[src/shared/tbs_pkg.sv]
package tbs_pkg;
	localparam int NUM_CHAN = 9;
	localparam int IR_LEN = 8;
	// fixed pattern captured into the instruction register
	localparam logic [7:0] IR_CAPTURE = 8'h3D;
	// narrow chain opcodes (all-zero code is extest)
	localparam logic [7:0] N_EXTEST = 8'h00;
	localparam logic [7:0] N_SAMPLE = 8'h82;
	localparam logic [7:0] N_CLAMP = 8'h87;
	// wide chain opcodes
	localparam logic [7:0] W_EXTEST = 8'h99;
	localparam logic [7:0] W_SAMPLE = 8'h92;
	localparam logic [7:0] W_CLAMP = 8'h8F;
	localparam logic [7:0] OP_HIGHZ = 8'h06;
	localparam logic [7:0] IR_RESET = 8'hFF;
	// narrow: per channel tx in + rx out, plus the two enables; wide adds bus diff and pos drive
	localparam int NARROW_LEN = 2 * NUM_CHAN + 2;
	localparam int WIDE_LEN = 4 * NUM_CHAN + 2;
	localparam int PERIOD_NS = 4;
	localparam int TCK_MIN_NS = 10;
	localparam int TCK_MIN_CYC = (TCK_MIN_NS + PERIOD_NS - 1) / PERIOD_NS;

	typedef enum logic [3:0] {
		TS_RESET = 4'h0, TS_IDLE = 4'h1, TS_SEL_DR = 4'h3,
		TS_CAP_DR = 4'h2, TS_SHIFT_DR = 4'h6, TS_EXIT1_DR = 4'h7,
		TS_PAUSE_DR = 4'h5, TS_EXIT2_DR = 4'h4, TS_UPD_DR = 4'hC,
		TS_SEL_IR = 4'hD, TS_CAP_IR = 4'hF, TS_SHIFT_IR = 4'hE,
		TS_EXIT1_IR = 4'hA, TS_PAUSE_IR = 4'hB, TS_EXIT2_IR = 4'h9,
		TS_UPD_IR = 4'h8
	} tbs_tap_type;

	typedef enum logic [2:0] {
		INS_BYPASS = 3'h0, INS_EXTEST = 3'h1, INS_SAMPLE = 3'h2,
		INS_CLAMP = 3'h3, INS_HIGHZ = 3'h4
	} tbs_ins_type;
endpackage

[src/tbs_sync.sv]
`timescale 1ns/1ps
module tbs_sync import tbs_pkg::*; #(
	parameter int WIDTH = 1
) (
	// clock and reset
	input  wire logic             clock_in,
	input  wire logic             reset_n_in,
	// data
	input  wire logic [WIDTH-1:0] async_in,
	output logic      [WIDTH-1:0] sync_out
);
	logic [WIDTH-1:0] meta_reg;
	logic [WIDTH-1:0] meta_next;
	logic [WIDTH-1:0] sync_reg;
	logic [WIDTH-1:0] sync_next;

	always_comb begin
		meta_next = async_in;
		sync_next = meta_reg;
	end

	always_ff @(posedge clock_in or negedge reset_n_in) begin
		if (!reset_n_in) begin
			meta_reg <= '0;
			sync_reg <= '0;
		end else begin
			meta_reg <= meta_next;
			sync_reg <= sync_next;
		end
	end

	assign sync_out = sync_reg;
endmodule // tbs_sync

[src/tbs_ctrl.sv]
`timescale 1ns/1ps
module tbs_ctrl import tbs_pkg::*; #(
	parameter bit WIDE_CHAIN = 1'b0
) (
	// clock and reset
	input  wire logic                clock_in,
	input  wire logic                reset_n_in,
	// logic side
	input  wire logic                tx_output_on_in,
	input  wire logic                rx_output_on_n_in,
	input  wire logic [NUM_CHAN-1:0] tx_logic_in,
	output logic      [NUM_CHAN-1:0] rx_logic_out,
	output logic      [NUM_CHAN-1:0] rx_logic_oe_out,
	// bus side, comparator result of pos minus neg
	input  wire logic [NUM_CHAN-1:0] bus_diff_in,
	output logic      [NUM_CHAN-1:0] bus_pos_pin_out,
	output logic      [NUM_CHAN-1:0] bus_neg_pin_out,
	output logic      [NUM_CHAN-1:0] bus_oe_out,
	// test access port
	input  wire logic                tck_in,
	input  wire logic                tms_in,
	input  wire logic                tdi_in,
	input  wire logic                trst_n_in,
	output logic                     tdo_out,
	output logic                     tdo_oe_out
);
	localparam int BLEN = WIDE_CHAIN ? WIDE_LEN : NARROW_LEN;
	localparam int SW = 2 * NUM_CHAN + 6;

	logic [SW-1:0] s_raw;
	logic [SW-1:0] s;
	assign s_raw = {trst_n_in, tdi_in, tms_in, tck_in, bus_diff_in,
		tx_logic_in, rx_output_on_n_in, tx_output_on_in};

	tbs_sync #(.WIDTH(SW)) u_sync (
		.clock_in   (clock_in),
		.reset_n_in (reset_n_in),
		.async_in   (s_raw),
		.sync_out   (s)
	);

	logic                tx_on, rx_on_n, tck, tms, tdi, trst_n;
	logic [NUM_CHAN-1:0] din, diff;
	assign tx_on = s[0];
	assign rx_on_n = s[1];
	assign din = s[NUM_CHAN+1:2];
	assign diff = s[2*NUM_CHAN+1:NUM_CHAN+2];
	assign tck = s[2*NUM_CHAN+2];
	assign tms = s[2*NUM_CHAN+3];
	assign tdi = s[2*NUM_CHAN+4];
	assign trst_n = s[SW-1];

	// state
	tbs_tap_type         st_reg, st_next;
	logic                tck_d_reg, tck_d_next;
	logic [IR_LEN-1:0]   irs_reg, irs_next, ir_reg, ir_next;
	logic                byp_reg, byp_next;
	logic [BLEN-1:0]     bsr_reg, bsr_next, upd_reg, upd_next;
	logic                tdo_reg, tdo_next, tdoe_reg, tdoe_next;
	logic [NUM_CHAN-1:0] rxo_reg, rxo_next, rxe_reg, rxe_next;
	logic [NUM_CHAN-1:0] bp_reg, bp_next, bn_reg, bn_next;
	logic [NUM_CHAN-1:0] boe_reg, boe_next;
	tbs_ins_type         ins;

	logic rise, fall;
	assign rise = tck & ~tck_d_reg;
	assign fall = ~tck & tck_d_reg;

	always_comb begin
		ins = INS_BYPASS;
		if (ir_reg == OP_HIGHZ)
			ins = INS_HIGHZ;
		else if (WIDE_CHAIN) begin
			if (ir_reg == W_EXTEST) ins = INS_EXTEST;
			else if (ir_reg == W_SAMPLE) ins = INS_SAMPLE;
			else if (ir_reg == W_CLAMP) ins = INS_CLAMP;
		end else begin
			if (ir_reg == N_EXTEST) ins = INS_EXTEST;
			else if (ir_reg == N_SAMPLE) ins = INS_SAMPLE;
			else if (ir_reg == N_CLAMP) ins = INS_CLAMP;
		end
	end

	logic use_bsr;
	assign use_bsr = (ins == INS_EXTEST) || (ins == INS_SAMPLE);
	// functional values before the scan cells
	logic [NUM_CHAN-1:0] f_dp, f_rx;
	logic                f_txe, f_rxe;
	assign f_rx = (tx_on && !rx_on_n) ? din : diff;
	assign f_dp = din;
	assign f_txe = tx_on;
	assign f_rxe = ~rx_on_n;

	// captured chain image; narrow, wide
	logic [BLEN-1:0] cap;
	always_comb begin
		cap = '0;
		cap[NUM_CHAN-1:0] = din;
		cap[2*NUM_CHAN-1:NUM_CHAN] = f_rx;
		cap[2*NUM_CHAN] = f_txe;
		cap[2*NUM_CHAN+1] = f_rxe;
		if (WIDE_CHAIN) begin
			cap[BLEN-1:BLEN-NUM_CHAN] = diff;
			cap[BLEN-NUM_CHAN-1:BLEN-2*NUM_CHAN] = f_dp;
		end
	end

	// tap state sequencing on test clock rises
	always_comb begin
		st_next = st_reg;
		case (st_reg)
			TS_RESET:    st_next = tms ? TS_RESET : TS_IDLE;
			TS_IDLE:     st_next = tms ? TS_SEL_DR : TS_IDLE;
			TS_SEL_DR:   st_next = tms ? TS_SEL_IR : TS_CAP_DR;
			TS_CAP_DR:   st_next = tms ? TS_EXIT1_DR : TS_SHIFT_DR;
			TS_SHIFT_DR: st_next = tms ? TS_EXIT1_DR : TS_SHIFT_DR;
			TS_EXIT1_DR: st_next = tms ? TS_UPD_DR : TS_PAUSE_DR;
			TS_PAUSE_DR: st_next = tms ? TS_EXIT2_DR : TS_PAUSE_DR;
			TS_EXIT2_DR: st_next = tms ? TS_UPD_DR : TS_SHIFT_DR;
			TS_UPD_DR:   st_next = tms ? TS_SEL_DR : TS_IDLE;
			TS_SEL_IR:   st_next = tms ? TS_RESET : TS_CAP_IR;
			TS_CAP_IR:   st_next = tms ? TS_EXIT1_IR : TS_SHIFT_IR;
			TS_SHIFT_IR: st_next = tms ? TS_EXIT1_IR : TS_SHIFT_IR;
			TS_EXIT1_IR: st_next = tms ? TS_UPD_IR : TS_PAUSE_IR;
			TS_PAUSE_IR: st_next = tms ? TS_EXIT2_IR : TS_PAUSE_IR;
			TS_EXIT2_IR: st_next = tms ? TS_UPD_IR : TS_SHIFT_IR;
			TS_UPD_IR:   st_next = tms ? TS_SEL_DR : TS_IDLE;
			default:     st_next = TS_RESET;
		endcase
		if (!rise)
			st_next = st_reg;
		if (!trst_n)
			st_next = TS_RESET;
	end

	// scan registers act on rises, updates and tdo on falls
	always_comb begin
		irs_next = irs_reg;
		ir_next = ir_reg;
		byp_next = byp_reg;
		bsr_next = bsr_reg;
		upd_next = upd_reg;
		tdo_next = tdo_reg;
		tdoe_next = tdoe_reg;
		tck_d_next = tck;
		if (rise) begin
			case (st_reg)
				TS_CAP_IR:   irs_next = IR_CAPTURE;
				TS_SHIFT_IR: irs_next = {tdi, irs_reg[IR_LEN-1:1]};
				TS_CAP_DR: begin
					byp_next = 1'b0;
					if (use_bsr) bsr_next = cap;
				end
				TS_SHIFT_DR: begin
					byp_next = tdi;
					if (use_bsr) bsr_next = {tdi, bsr_reg[BLEN-1:1]};
				end
				default: ;
			endcase
		end
		if (fall) begin
			case (st_reg)
				TS_UPD_IR: ir_next = irs_reg;
				TS_UPD_DR: if (use_bsr) upd_next = bsr_reg;
				TS_RESET:  ir_next = IR_RESET;
				default: ;
			endcase
			tdoe_next = (st_reg == TS_SHIFT_IR) ||
				(st_reg == TS_SHIFT_DR);
			tdo_next = (st_reg == TS_SHIFT_IR) ? irs_reg[0] :
				(use_bsr ? bsr_reg[0] : byp_reg);
		end
		if (!trst_n) begin
			ir_next = IR_RESET;
			tdoe_next = 1'b0;
		end
	end

	// pin drive, chosen by instruction
	always_comb begin
		logic                t_txe, t_rxe;
		logic [NUM_CHAN-1:0] t_d, t_r;
		t_txe = f_txe;
		t_rxe = f_rxe;
		t_d = f_dp;
		t_r = f_rx;
		if (ins == INS_EXTEST || ins == INS_CLAMP) begin
			t_d = upd_reg[NUM_CHAN-1:0];
			t_r = upd_reg[2*NUM_CHAN-1:NUM_CHAN];
			t_txe = upd_reg[2*NUM_CHAN];
			t_rxe = upd_reg[2*NUM_CHAN+1];
		end
		if (ins == INS_HIGHZ) begin
			t_txe = 1'b0;
			t_rxe = 1'b0;
		end
		// driver mode; receiver mode; both float
		// positive copies input, negative its complement
		bp_next = t_d;
		bn_next = ~t_d;
		boe_next = {NUM_CHAN{t_txe}};
		rxo_next = t_r;
		rxe_next = {NUM_CHAN{t_rxe}};
	end

	always_ff @(posedge clock_in or negedge reset_n_in) begin
		if (!reset_n_in) begin
			st_reg <= TS_RESET;
			tck_d_reg <= 1'b0;
			irs_reg <= '0;
			ir_reg <= IR_RESET;
			byp_reg <= 1'b0;
			bsr_reg <= '0;
			upd_reg <= '0;
			tdo_reg <= 1'b0;
			tdoe_reg <= 1'b0;
			rxo_reg <= '0;
			rxe_reg <= '0;
			bp_reg <= '0;
			bn_reg <= '1;
			boe_reg <= '0;
		end else begin
			st_reg <= st_next;
			tck_d_reg <= tck_d_next;
			irs_reg <= irs_next;
			ir_reg <= ir_next;
			byp_reg <= byp_next;
			bsr_reg <= bsr_next;
			upd_reg <= upd_next;
			tdo_reg <= tdo_next;
			tdoe_reg <= tdoe_next;
			rxo_reg <= rxo_next;
			rxe_reg <= rxe_next;
			bp_reg <= bp_next;
			bn_reg <= bn_next;
			boe_reg <= boe_next;
		end
	end

	assign rx_logic_out = rxo_reg;
	assign rx_logic_oe_out = rxe_reg;
	assign bus_pos_pin_out = bp_reg;
	assign bus_neg_pin_out = bn_reg;
	assign bus_oe_out = boe_reg;
	assign tdo_out = tdo_reg;
	assign tdo_oe_out = tdoe_reg;
endmodule // tbs_ctrl

[config.mk]
export PLATFORM = sky130hd
export DESIGN_NAME = tbs_ctrl
export DESIGN_NICKNAME = d
export VERILOG_FILES = /design/src/shared/tbs_pkg.sv /design/src/tbs_sync.sv /design/src/tbs_ctrl.sv
export SDC_FILE = /design/constraint.sdc
export NUM_CORES = 1
export LEC_CHECK = 0
export ABC_AREA = 1
export BUFFER_PORTS_ARGS = -buffer_cell sky130_fd_sc_hd__buf_2
export CORE_ASPECT_RATIO = 1.25
export CORE_MARGIN = 3
export CORE_UTILIZATION = 51
export DETAILED_ROUTE_END_ITERATION = 7
export PLACE_DENSITY = 0.75
export SYNTH_ARGS = -nofsm -noshare
export SYNTH_HDL_FRONTEND = slang
export SYNTH_SLANG_ARGS = --single-unit
[constraint.sdc]
create_clock -name clock_in -period 1.4 [get_ports clock_in]
set_input_delay 0.28 -clock clock_in [delete_from_list [all_inputs] [get_ports clock_in]]
set_output_delay 0.28 -clock clock_in [all_outputs]
set_load 0.02 [all_outputs]
* Word-level counts from Yosys, hierarchy flattened
Index checks and enable logic that the tools add are counted.
** Word-level totals
- Register bits :: 141
- Logic and storage cells :: 104
- Input port bits :: 26
- Output and inout port bits :: 47
** Operators by class
- Eq/ne operators :: 27
- Muxes and demuxes :: 38
- Bitwise logic cells :: 6
- Reductions and logical operators :: 17
** Operator list (number)
- 4-bit case mux with 12 select lines :: 1
- 20-bit two-way mux :: 2
- 20-bit case mux with 2 select lines :: 1
- 4-bit equality test (second input constant) :: 8
- 8-bit case mux with 2 select lines :: 2
- 9-bit two-way mux :: 3
- 4-bit two-way mux :: 6
- 4-bit by 3-bit equality test with 1-bit output (second input constant) :: 4
- 8-bit equality test (second input constant) :: 2
- 8-bit two-way mux :: 2
- 2-bit two-way mux :: 6
- 1-bit two-way mux :: 11
- 3-bit two-way mux :: 3
- 9-bit NOT :: 1
- 4-bit by 2-bit equality test with 1-bit output (second input constant) :: 2
- 8-bit by 3-bit equality test with 1-bit output (second input constant) :: 1
- 8-bit zero test :: 1
- 2-bit != test (second input constant) :: 4
- 3-bit by 2-bit equality test with 1-bit output (second input constant) :: 2
- 2-bit AND reduction :: 3
- 4-bit by 1-bit equality test with 1-bit output (second input constant) :: 1
- 4-bit zero test :: 1
- 4-bit AND reduction :: 1
- 2-bit nonzero test :: 2
- 12 further kinds :: 18

* Depth between registers and ports, before layout
Gate-level depths: netlist of the first run.
- Word-level depth :: 9
- Gate-level depth with buffers :: 9
- Depth with buffers taken out :: 9

* By module
Synthesis of the first run repeated with hierarchy kept, for this count alone.
** Second synthesis, totals
- Cells, all modules :: 552
- Area, all modules :: 5407.7 um2
** Modules (own cells, without submodules)
- tbs_ctrl :: sequential area each 2348.5 um2, area an instance 4206.5 um2, times used 1, cells an instance 504
- tbs_sync :: sequential area each 1201.2 um2, area an instance 1201.2 um2, times used 1, cells an instance 48

* Worst setup path after synthesis of the first run
OpenSTA, ideal clock, no wires.
- Path type :: register to register
- Start point :: reg ir_reg[1]
- End point :: reg upd_reg[10]
- Data required time :: 1.270 ns
- Stages on the path, launching flop included :: 9
- Clock period less this slack :: 1.383 ns
- Path buffers :: 1
- Slack :: 0.017 ns
- Setup time :: 0.130 ns
- Arrival :: 1.253 ns
- Path through :: dfstp_2 -> inv_1 -> nand2_1 -> nor2_1 -> nand2_1 -> nand2_2 -> nand2_1 -> clkbuf_1 -> o21ai_0
** Between the ends
- Longest elaborated chain between the ends :: 8
- Elaborated cells on any way between the ends :: 12
- Classes of those cells :: 5 x eq/ne; 4 x mux; 3 x reduce/logical
** RTL lines
- start, declared :: RTL line tbs_ctrl.sv:56 : logic [IR_LEN-1:0] irs_reg, irs_next, ir_reg, ir_next;
- start signal, assigned :: RTL line tbs_ctrl.sv:226 : ir_reg <= ir_next;
- 8-bit equality test :: RTL line tbs_ctrl.sv:80 : else if (ir_reg == N_CLAMP) ins = INS_CLAMP;
- 2-bit two-way mux :: RTL line tbs_ctrl.sv:80
- 2-bit two-way mux :: RTL line tbs_ctrl.sv:79 : else if (ir_reg == N_SAMPLE) ins = INS_SAMPLE;
- 2-bit two-way mux :: RTL line tbs_ctrl.sv:78 : if (ir_reg == N_EXTEST) ins = INS_EXTEST;
- 3-bit two-way mux * :: RTL line tbs_ctrl.sv:71 : if (ir_reg == OP_HIGHZ)
- 3-bit by 1-bit equality test with 1-bit output / 3-bit by 2-bit equality test with 1-bit output (equally long branches) :: RTL line tbs_ctrl.sv:85 : assign use_bsr = (ins == INS_EXTEST) || (ins == INS_SAMPLE);
- 1-bit logical OR * :: RTL line tbs_ctrl.sv:85
- 3-bit AND reduction (no source line) *
- end signal, assigned :: RTL line tbs_ctrl.sv:229 : upd_reg <= upd_next;
- end, declared :: RTL line tbs_ctrl.sv:58 : logic [BLEN-1:0] bsr_reg, bsr_next, upd_reg, upd_next;
Mark *: on every way between the ends. The rest lies on a longest branch, timed or not.
A chain may end at the register's enable or synchronous reset.

* Final worst setup path of the first run
- Start point :: reg ir_reg[2]
- End point :: reg rxo_reg[4], in the netlist rx_logic_out[4]
** Between the ends
- Longest elaborated chain between the ends :: 8
- Elaborated cells on any way between the ends :: 12
- Classes of those cells :: 5 x eq/ne; 5 x mux; 2 x reduce/logical
** RTL lines
- 8-bit equality test :: RTL line tbs_ctrl.sv:80
- 2-bit two-way mux :: RTL line tbs_ctrl.sv:80
- 2-bit two-way mux :: RTL line tbs_ctrl.sv:79
- 2-bit two-way mux :: RTL line tbs_ctrl.sv:78
- 3-bit two-way mux * :: RTL line tbs_ctrl.sv:71
- 3-bit by 1-bit equality test with 1-bit output / 3-bit by 2-bit equality test with 1-bit output (equally long branches) :: RTL line tbs_ctrl.sv:187 : if (ins == INS_EXTEST || ins == INS_CLAMP) begin
- 1-bit logical OR * :: RTL line tbs_ctrl.sv:187
- 9-bit two-way mux * :: RTL line tbs_ctrl.sv:187
- net rxo_next[4] :: RTL line tbs_ctrl.sv:60 : logic [NUM_CHAN-1:0] rxo_reg, rxo_next, rxe_reg, rxe_next;
- end signal, assigned :: RTL line tbs_ctrl.sv:232 : rxo_reg <= rxo_next;
- end, declared :: RTL line tbs_ctrl.sv:60
The timed path passes the listed nets; every way through them passes the cells marked *.

==> impl_metrics.env, run 1 <==
export IMPL_clk_transition_reported_paths_ns=0.06
export IMPL_ys_seq_area_share_pct=64.2
export IMPL_globalRouteTotalUtil_pct=23.3
export IMPL_antenna_found_initial=0
export IMPL_synth_area_leaders="sky130_fd_sc_hd__dfrtp_1 56%, sky130_fd_sc_hd__nand2_1 9.9%, sky130_fd_sc_hd__dfstp_2 8.1%"
export IMPL_avgViaCountPerCell=5.71
export IMPL_timing_max_cap_violations=0
export IMPL_layout_drive_gt1_share_pct=49.1
export IMPL_postSynthRegisterBits=141
export IMPL_grt_max_degree=40
export IMPL_cp_data_required_time_ns=1.76
export IMPL_finalClockSkew_ns=0.0112
export IMPL_slew_limit_headroom_pct=71.7
export IMPL_fp_dieW_um=99.1
export IMPL_buffer_ports_inserted=72
export IMPL_synth_net_count=600
export IMPL_placeableCoreArea_um2=10300
export IMPL_initialDrtViolationCount=444
export IMPL_timing_final_hold_violations=0
export IMPL_ctsLongestPathBuffers=2
export IMPL_detail_route_wirelength_um=18000
export IMPL_synth_warning_count=0
export IMPL_grt_pass1_wl_um=21800
export IMPL_dr_total_vias=4923
export IMPL_final_antenna_net_count=0
export IMPL_worst_setup_path_start_kind="flop"
export IMPL_remaining_drcs=0
export IMPL_synth_most_common_cell="sky130_fd_sc_hd__nand2_1"
export IMPL_post_synth_inst_count=574
export IMPL_die_area_um2=12100
export IMPL_dominantRegCellSynth="sky130_fd_sc_hd__dfrtp_1"
export IMPL_synth_cell_type_count=28
export IMPL_worst_pin_slew_ns=0.424
export IMPL_violated_checks="negative setup slack"
export IMPL_synth_to_layout_area_growth_pct=51.6
export IMPL_synthesis_area_per_instance_um2=9.63
export IMPL_cts_tree="yes"
export IMPL_outcome="complete, but fails checks"
export IMPL_synthDominantAreaCellType="sky130_fd_sc_hd__dfrtp_1"
export IMPL_boundaryPins=73
export IMPL_syn_area_um2=5530
export IMPL_dp_hpwl_um=8000
export IMPL_fillers=476
export IMPL_synthDominantCellAreaShare_pct=56.1
export IMPL_drt_pre_antenna_iters=5
export IMPL_global_route_overflow_total=0
export IMPL_static_leakage_power_nw=3.96
export IMPL_synth_edf_count=0
export IMPL_setup_viol_count_final=75
export IMPL_netlist_top_cells_count="146 x sky130_fd_sc_hd__nand2_1, 124 x sky130_fd_sc_hd__dfrtp_1, 70 x sky130_fd_sc_hd__inv_1"
export IMPL_asyncSetResetFlopFracSynth_pct=100
export IMPL_antenna_cells_inserted=0
export IMPL_cts_root_buffer="sky130_fd_sc_hd__clkbuf_16"
export IMPL_slew_violations=0
export IMPL_routabilityCongestion=0.866
export IMPL_cts_buffers=17
export IMPL_final_critical_path_setup_slack_ns=-0.240
export IMPL_dp_slack_ns=-0.235
export IMPL_cp_arrival_ns=2.00
export IMPL_tritoncts_num_sinks=141
export IMPL_vdd_drop_max_uv=930
export IMPL_hold_path_class="in -> async"
export IMPL_fmaxAchievable_ghz=0.610
export IMPL_fin_crit_ns=1.64
export IMPL_rsz0062_at_grt="true"
export IMPL_insertion_delay_ns=0.44
export IMPL_timing_setup_tns_ns=-10.65
export IMPL_floorplan_die_height_um=122
export IMPL_h_tree_lvl_count=4
export IMPL_grt_pass1_vias=4709
export IMPL_fin_nets=746
export IMPL_crit_path_max_fanout=8
export IMPL_final_min_period_over_clock_period_pct=117
export IMPL_power_density_nw_per_um2=1220
export IMPL_detail_route_wl_per_cell_um=20.9
export IMPL_worst_setup_path_end_kind="flop"
export IMPL_floorplan_rows=41
export IMPL_crit_type="reg -> reg"
export IMPL_floorplan_initialDensity_pct=53.6
area by class of cell:
| class | count | area [um2] | area share (%) |
|---|---|---|---|
| clock buffer | 22 | 474 | 5.66 |
| clock inverter | 10 | 185 | 2.21 |
| inverter | 74 | 285 | 3.40 |
| multi-input combinational | 325 | 2230 | 26.7 |
| sequential | 141 | 3550 | 42.4 |
| tap | 129 | 161 | 1.93 |
| timing repair buffer | 161 | 1490 | 17.7 |
layout by cell type (no fill, tap or decap), types with 21 or more instances in the layout:
cell and n:
sky130_fd_sc_hd__buf_2 70, sky130_fd_sc_hd__buf_4 33, sky130_fd_sc_hd__clkbuf_16 26, sky130_fd_sc_hd__dfrtp_1 120, sky130_fd_sc_hd__dlygate4sd3_1 25, sky130_fd_sc_hd__inv_1 52
sky130_fd_sc_hd__nand2_1 88, sky130_fd_sc_hd__nand2_2 31, sky130_fd_sc_hd__nand2_4 28, sky130_fd_sc_hd__nor2_4 23, sky130_fd_sc_hd__o21ai_0 21, sky130_fd_sc_hd__o21ai_2 31
routing by layer:
metal  vias up  share of wire, %  track usage, %  wire length (um)
met5         -                 0               0                 0
met4         0               6.7            14.5              1200
met3       121               8.6            6.48              1550
met2       363                50            42.1              9010
met1      2349                35            23.5              6270
li1       2090                 -               -                 -
power by group:
| group | switching [mW] | internal (mW) | total (mW) | leakage, nW |
|---|---|---|---|---|
| sequential | 0.110 | 4.26 | 4.37 | 1.75 |
| combinational | 0.509 | 0.313 | 0.822 | 1.91 |
| clock | 1.78 | 3.30 | 5.07 | 0.309 |
| total | 2.39 | 7.87 | 10.3 | 3.96 |
per-stage QoR:
stage / util [%] / hold WS (ns) / std cells / cell area [um2] / power, mW
finish: 81.3 / 0.315 / 862 / 8380 / 10.3
global route: 81.3 / 0.332 / 862 / 8380 / 10.5
global placement: 59.7 / 0.194 / 772 / 6150 / 4.97
floorplan: - / -0.0156 / 574 / 5530 / 4.70
detailed placement: 59.7 / 0.200 / 772 / 6150 / 5.00
CTS: 72.9 / 0.329 / 848 / 7520 / 10.0
repair_timing:
action / 4_1_cts / 5_1_grt
pin swaps: 11 / 38
setup buffers: 14 / 9
gates resized for setup: 90 / 197
hold buffers: 25 / 0
cloned: 5 / 11
endpoints found under the hold margin: 53 / 0
endpoints found under the setup margin: 74 / 96
cells by family after synthesis:
group | after synthesis | share of synthesized area, %
buf+inv | 108 | 9.53
simple gates | 223 | 16.6
compound gates | 102 | 9.71
flops | 141 | 64.2
final timing paths:
kind                                                      to                          from  cells after the start  slack (ns)
worst max-delay path               rx_logic_out[4]$_DFF_PN0_         ir_reg[2]$_DFFE_PN1P_                      8       -0.24
worst min-delay path                 bsr_reg[17]$_DFFE_PN0P_                    reset_n_in                      2        0.31
worst max register to register     rx_logic_out[4]$_DFF_PN0_         ir_reg[2]$_DFFE_PN1P_                      8       -0.24
worst min register to register  u_sync.sync_out[3]$_DFF_PN0_  u_sync.meta_reg[3]$_DFF_PN0_                      0        0.34
max in group asynchronous       bus_neg_pin_out[1]$_DFF_PN1_                    reset_n_in                      3        0.51
min in group clock_in           u_sync.sync_out[3]$_DFF_PN0_  u_sync.meta_reg[3]$_DFF_PN0_                      0        0.34
critical path, cell delays in order (launching register included):
cell and delay, ns:
sky130_fd_sc_hd__dfstp_2 0.57, sky130_fd_sc_hd__inv_4 0.06, sky130_fd_sc_hd__nor2_4 0.10, sky130_fd_sc_hd__nand4_1 0.20, sky130_fd_sc_hd__nand2_4 0.20, sky130_fd_sc_hd__buf_12 0.17
sky130_fd_sc_hd__buf_12 0.13, sky130_fd_sc_hd__nand2_1 0.05, sky130_fd_sc_hd__nand2_1 0.08
(Power assumes the default switching activity.)
==> inputs of run 2 (changes only) <==
ABC_AREA = 0   (was 1)
CORE_UTILIZATION = 57   (was 51)
MAX_ROUTING_LAYER = met4   (was default)
PLACE_DENSITY = 0.79   (was 0.75)
clock period = 1.7 ns   (was 1.4 ns; I/O delays follow)
==> impl_metrics.env, run 2 <==
export IMPL_post_synth_inst_count=391
export IMPL_register_to_register_setup_slack_ns=-0.65
export IMPL_hold_path_class="in -> reg"
export IMPL_final_critical_path_setup_slack_ns=-0.651
export IMPL_cp_data_required_time_ns=2.00
export IMPL_floorplan_die_height_um=115
export IMPL_dp_slack_ns=-0.714
export IMPL_post_place_cells=586
export IMPL_placeableCoreArea_um2=9220
export IMPL_avgViaCountPerCell=5.61
export IMPL_synthDominantCellAreaShare_pct=57.2
export IMPL_buffer_ports_inserted=72
export IMPL_violated_checks="negative setup slack"
export IMPL_cp_arrival_ns=2.65
export IMPL_cts_tree="yes"
export IMPL_static_leakage_power_nw=3.39
export IMPL_synth_cell_type_count=45
export IMPL_worst_pin_slew_ns=0.443
export IMPL_detail_route_wl_per_cell_um=20.2
export IMPL_ys_seq_area_share_pct=65.5
export IMPL_timing_setup_tns_ns=-33.06
export IMPL_die_area_um2=10700
export IMPL_syn_area_um2=5420
export IMPL_fp_dieW_um=93.2
export IMPL_initialDrtViolationCount=219
export IMPL_global_route_overflow_total=0
export IMPL_fin_nets=518
export IMPL_grt_pass1_wl_um=19400
export IMPL_fin_area_um2=7130
export IMPL_layout_drive_gt1_share_pct=50.3
export IMPL_holdPathStages=1
export IMPL_power_density_nw_per_um2=1110
export IMPL_synthesis_area_per_instance_um2=13.9
export IMPL_most_common_layout_cells="124 x sky130_fd_sc_hd__dfrtp_1, 71 x sky130_fd_sc_hd__buf_2, 30 x sky130_fd_sc_hd__mux2_2"
export IMPL_clk_transition_reported_paths_ns=0.06
export IMPL_grt_max_degree=47
export IMPL_netlist_top_cells_count="124 x sky130_fd_sc_hd__dfrtp_1, 30 x sky130_fd_sc_hd__mux2_2, 23 x sky130_fd_sc_hd__nand2_1"
export IMPL_slew_violations=0
export IMPL_floorplan_rows=39
export IMPL_dominantRegCellSynth="sky130_fd_sc_hd__dfrtp_1"
export IMPL_crit_path_max_fanout=6
export IMPL_worst_setup_path_start_kind="flop"
export IMPL_globalRouteTotalUtil_pct=25.4
export IMPL_antenna_found_initial=0
export IMPL_crit_type="reg -> reg"
export IMPL_final_antenna_net_count=0
export IMPL_asyncSetResetFlopFracSynth_pct=100
export IMPL_worst_setup_path_end_kind="flop"
export IMPL_fmaxAchievable_ghz=0.425
export IMPL_synthDominantAreaCellType="sky130_fd_sc_hd__dfrtp_1"
export IMPL_detail_route_wirelength_um=12700
export IMPL_floorplan_initialDensity_pct=58.8
export IMPL_dr_total_vias=3523
export IMPL_final_min_period_over_clock_period_pct=138
export IMPL_ff_latch_area_um2=3550
export IMPL_h_tree_lvl_count=4
export IMPL_timing_critical_path_from="ir_reg[3]$_DFFE_PN1P_"
export IMPL_final_common_cell="sky130_fd_sc_hd__dfrtp_1"
export IMPL_ctsLongestPathBuffers=2
export IMPL_tritoncts_num_sinks=141
export IMPL_timing_final_hold_violations=0
export IMPL_reg2reg_from="ir_reg[3]$_DFFE_PN1P_"
export IMPL_fillers=484
export IMPL_cts_buffers=17
export IMPL_drt_pre_antenna_iters=5
export IMPL_postSynthRegisterBits=141
export IMPL_synth_area_leaders="sky130_fd_sc_hd__dfrtp_1 57%, sky130_fd_sc_hd__dfstp_2 8.2%, sky130_fd_sc_hd__mux2_2 6.2%"
export IMPL_synth_net_count=417
export IMPL_finalClockSkew_ns=0.0103
export IMPL_post_layout_util_pct=77.3
export IMPL_routabilityCongestion=0.816
export IMPL_multiInputGateArea_um2=1930
export IMPL_dpl_instance_area_um2=6090
export IMPL_reg2regPathDepth=4
export IMPL_cts_root_buffer="sky130_fd_sc_hd__clkbuf_16"
export IMPL_fin_crit_ns=2.35
export IMPL_slew_limit_headroom_pct=70.5
export IMPL_worstSetupEndpoint="upd_reg[3]$_DFFE_PN0P_"
export IMPL_synth_most_common_cell="sky130_fd_sc_hd__dfrtp_1"
export IMPL_dp_hpwl_um=6920
export IMPL_synth_edf_count=0
export IMPL_remaining_drcs=0
export IMPL_final_instance_count_excl_fill=628
export IMPL_insertion_delay_ns=0.42
export IMPL_setup_viol_count_final=70
export IMPL_timing_max_cap_violations=0
export IMPL_rsz0062_at_grt="true"
export IMPL_boundaryPins=73
export IMPL_antenna_cells_inserted=0
export IMPL_vdd_drop_max_uv=644
export IMPL_synth_warning_count=0
export IMPL_synth_to_layout_area_growth_pct=31.5
export IMPL_grt_pass1_vias=3677
export IMPL_crit_reg2reg_capture="upd_reg[3]$_DFFE_PN0P_"
export IMPL_outcome="complete, but fails checks"
## run 2: critical path: stages (launching register included)
cell and delay (ns):
sky130_fd_sc_hd__dfstp_2 0.37, sky130_fd_sc_hd__or4_4 0.53, sky130_fd_sc_hd__or4_4 0.56, sky130_fd_sc_hd__or3_4 0.45, sky130_fd_sc_hd__mux2_4 0.33
## run 2: worst min-delay path by stage
stage                                          to      startpoint
floorplan                  bsr_reg[0]$_DFFE_PN0P_      reset_n_in
global placement     bus_pos_pin_out[2]$_DFF_PN0_      reset_n_in
detailed placement   bus_pos_pin_out[2]$_DFF_PN0_      reset_n_in
CTS                 u_sync.meta_reg[18]$_DFF_PN0_  bus_diff_in[7]
global route        u_sync.meta_reg[18]$_DFF_PN0_  bus_diff_in[7]
finish              u_sync.meta_reg[18]$_DFF_PN0_  bus_diff_in[7]
## run 2: logic make-up after synthesis
group	synth area share [%]
DFF	65.5
muxes	15.3
AOI/OAI and AO/OA	8.12
and+or+nand+nor	6.19
buffers and inverters	4.62
xor gates and xnor gates	0.323
## run 2: layout make-up
type	instances	share of cell area, %
clock buffers	21	6.46
clock inverters	11	2.33
inverters	10	0.526
multi-input cells	207	27.0
flip-flops and latches	141	49.8
well taps	123	2.16
repair buffers	115	11.7
## run 2: routing by layer
layer | part of all wire, % | GRT usage (%)
met1 | 38 | 27.8
met2 | 55 | 43.1
met3 | 3.9 | 6.68
met4 | 3.5 | 11.9
met5 | 0 | -
## run 2: through the flow
stage                     power, mW  hold WS [ns]
after global placement         3.99         0.289
after detailed placement       4.01         0.297
final                          7.89        0.0244
after global routing           8.16       0.00855
after CTS                      7.92        0.0144
after floorplan                3.79        0.0444
## run 2: what timing repair did
item	CTS	global route
pin swaps	16	4
gates cloned	3	2
hold buffers	1	0
resized for setup	35	33
setup endpoints to repair	77	79
buffers inserted	3	2
hold endpoints to repair	36	0
## run 2: power breakdown
group | leakage [nW] | total, mW | internal, mW | switching (mW)
Sequential | 1.75 | 3.54 | 3.47 | 0.0665
Clock | 0.299 | 3.90 | 2.53 | 1.37
Combinational | 1.34 | 0.449 | 0.172 | 0.277
==> inputs of run 3 (changes only) <==
BUFFER_PORTS_ARGS = -buffer_cell sky130_fd_sc_hd__buf_4   (was -buffer_cell sky130_fd_sc_hd__buf_2)
CORE_MARGIN = 1   (was 3)
==> impl_metrics.env, run 3 (synthesis gave the netlist of run 2 again) <==
export IMPL_worst_setup_path_start_kind="flop"
export IMPL_ctsLongestPathBuffers=2
export IMPL_static_leakage_power_nw=3.49
export IMPL_most_heavily_used_metal_layer_in_global_routing="met2"
export IMPL_cts_buffers=17
export IMPL_final_common_cell="sky130_fd_sc_hd__dfrtp_1"
export IMPL_outcome="complete, but fails checks"
export IMPL_fillers=490
export IMPL_remaining_drcs=0
export IMPL_antenna_found_initial=0
export IMPL_buffer_ports_inserted=72
export IMPL_floorplan_die_height_um=111
export IMPL_tritoncts_num_sinks=141
export IMPL_worst_setup_path_end_kind="flop"
export IMPL_fin_crit_ns=2.36
export IMPL_rsz0062_at_grt="true"
export IMPL_routabilityCongestion=0.853
export IMPL_crit_path_cell_trace="or4_4 > or4_4 > or3_4 > mux2_4"
export IMPL_timing_final_hold_violations=0
export IMPL_fmaxAchievable_ghz=0.424
export IMPL_global_route_overflow_total=0
export IMPL_grtUsageMet3_pct=7.52
export IMPL_drt_pre_antenna_iters=4
export IMPL_detail_route_wirelength_um=13300
export IMPL_worst_path_max_delay_cell="sky130_fd_sc_hd__or4_4"
export IMPL_globalRouteTotalUtil_pct=29.0
export IMPL_netSwitchingPower_mw=1.77
export IMPL_violated_checks="negative setup slack"
export IMPL_crit_path_max_fanout=6
export IMPL_antenna_cells_inserted=0
export IMPL_grt_max_degree=45
export IMPL_grt_pass1_wl_um=19900
export IMPL_share_comb_of_total_power_pct=6.2
export IMPL_cellInternalPower_mw=6.27
export IMPL_h_tree_lvl_count=4
export IMPL_cts_tree="yes"
export IMPL_dp_hpwl_um=7260
export IMPL_timing_max_cap_violations=0
export IMPL_crit_type="reg -> reg"
export IMPL_clkPwrFrac_pct=49.6
export IMPL_final_antenna_net_count=0
export IMPL_clk_transition_reported_paths_ns=0.06
export IMPL_hold_path_class="in -> reg"
export IMPL_register_to_register_setup_slack_ns=-0.66
export IMPL_met1_usage_pct=31.6
export IMPL_globalRouteMet2Util_pct=47.9
export IMPL_insertion_delay_ns=0.42
export IMPL_die_area_um2=9910
export IMPL_cpPeakStageDelay_ns=0.56
export IMPL_synth_to_layout_area_growth_pct=34.8
export IMPL_dr_total_vias=3579
export IMPL_fp_dieW_um=89.2
export IMPL_layout_drive_gt1_share_pct=48.9
export IMPL_post_layout_util_pct=79.7
export IMPL_critical_path_top_delay_family="simple AND/OR/NAND/NOR gates"
export IMPL_floorplan_initialDensity_pct=59.1
export IMPL_seq_power_share_pct=44.1
export IMPL_final_critical_path_setup_slack_ns=-0.659
export IMPL_setup_viol_count_final=78
export IMPL_slew_limit_headroom_pct=73.3
export IMPL_most_common_layout_cells="124 x sky130_fd_sc_hd__dfrtp_1, 95 x sky130_fd_sc_hd__buf_4, 30 x sky130_fd_sc_hd__mux2_2"
export IMPL_timing_setup_tns_ns=-29.45
export IMPL_detail_route_wl_per_cell_um=21.2
export IMPL_floorplan_rows=39
export IMPL_grt_pass1_vias=3821
export IMPL_final_min_period_over_clock_period_pct=139
export IMPL_crit_buf_inv=0
export IMPL_cp_data_required_time_ns=2.00
export IMPL_boundaryPins=73
export IMPL_worst_pin_slew_ns=0.389
export IMPL_fin_nets=518
export IMPL_initialDrtViolationCount=247
export IMPL_avgViaCountPerCell=5.70
export IMPL_placeableCoreArea_um2=9170
export IMPL_power_density_nw_per_um2=1100
export IMPL_path_common_cell="sky130_fd_sc_hd__or4_4"
export IMPL_finalClockSkew_ns=0.0125
export IMPL_slew_violations=0
export IMPL_cts_root_buffer="sky130_fd_sc_hd__clkbuf_16"
export IMPL_cp_arrival_ns=2.66
export IMPL_power_switching_share_pct=22.0
export IMPL_vdd_drop_max_uv=1060
run 3: cell types whose count changed in the layout (fill, tap and decap cells not counted), sizes merged:
cell,before,now
bufbuf,0,1
clkinv,3,2
clkbuf,22,23
clkinvlp,3,2
run 3: path summary, 6_finish.rpt:
path	end	cells after the start	start
worst max-delay path	upd_reg[4]$_DFFE_PN0P_	4	ir_reg[3]$_DFFE_PN1P_
max in group asynchronous	bus_neg_pin_out[8]$_DFF_PN1_	3	reset_n_in
worst min-delay path	u_sync.meta_reg[15]$_DFF_PN0_	1	bus_diff_in[4]
worst min register to register	u_sync.sync_out[17]$_DFF_PN0_	0	u_sync.meta_reg[17]$_DFF_PN0_
min in group asynchronous	bus_pos_pin_out[3]$_DFF_PN0_	2	reset_n_in
worst max register to register	upd_reg[4]$_DFFE_PN0P_	4	ir_reg[3]$_DFFE_PN1P_
run 3: worst register-to-register path: cells and delay by family, from the launching register on:
kind,cells,cell delay (ns)
muxes,1,0.34
DFF,1,0.37
and+or+nand+nor,3,1.54
run 3: layout make-up:
| class | instances | area (um2) | share of cell area [%] |
|---|---|---|---|
| sequential | 141 | 3550 | 48.6 |
| multi-input combinational | 207 | 1910 | 26.1 |
| timing repair buffer | 115 | 1020 | 14.0 |
| clock buffer | 23 | 478 | 6.54 |
| clock inverter | 9 | 158 | 2.16 |
| tap | 123 | 154 | 2.11 |
| inverter | 10 | 37.5 | 0.514 |
run 3: metrics by stage:
step | cell area, um2 | hold WS (ns) | setup WS [ns] | total power [mW] | std cells
after floorplan | 5460 | 0.0444 | -0.621 | 3.79 | 391
after global placement | 6250 | 0.268 | -0.686 | 4.03 | 583
after detailed placement | 6250 | 0.272 | -0.723 | 4.05 | 583
after CTS | 7150 | 0.00762 | -0.674 | 8.04 | 623
after global routing | 7310 | 0.00603 | -0.674 | 8.27 | 628
final | 7310 | 0.0210 | -0.659 | 8.04 | 628
run 3: power groups by stage:
stage               sequential, mW  clock [mW]  combinational, mW
floorplan                     3.63           0              0.164
global placement              3.58           0              0.445
detailed placement            3.59           0              0.461
CTS                           3.54        4.01              0.485
global route                  3.56        4.17              0.541
finish                        3.55        3.99              0.502
run 3: what timing repair did:
| item | CTS | global route |
|---|---|---|
| gates resized for setup | 39 | 23 |
| cloned | 3 | 1 |
| setup buffers | 4 | 4 |
| hold buffers | 1 | 0 |
| setup endpoints to repair | 77 | 78 |
| hold endpoints to repair | 28 | 0 |
| pin swaps | 11 | 12 |
run 3: per-layer routing:
| metal | up-vias | part of all wire (%) |
|---|---|---|
| met5 | - | 0 |
| met4 | 0 | 4.6 |
| met3 | 41 | 3.4 |
| met2 | 121 | 56 |
| met1 | 1864 | 36 |
| li1 | 1553 | - |
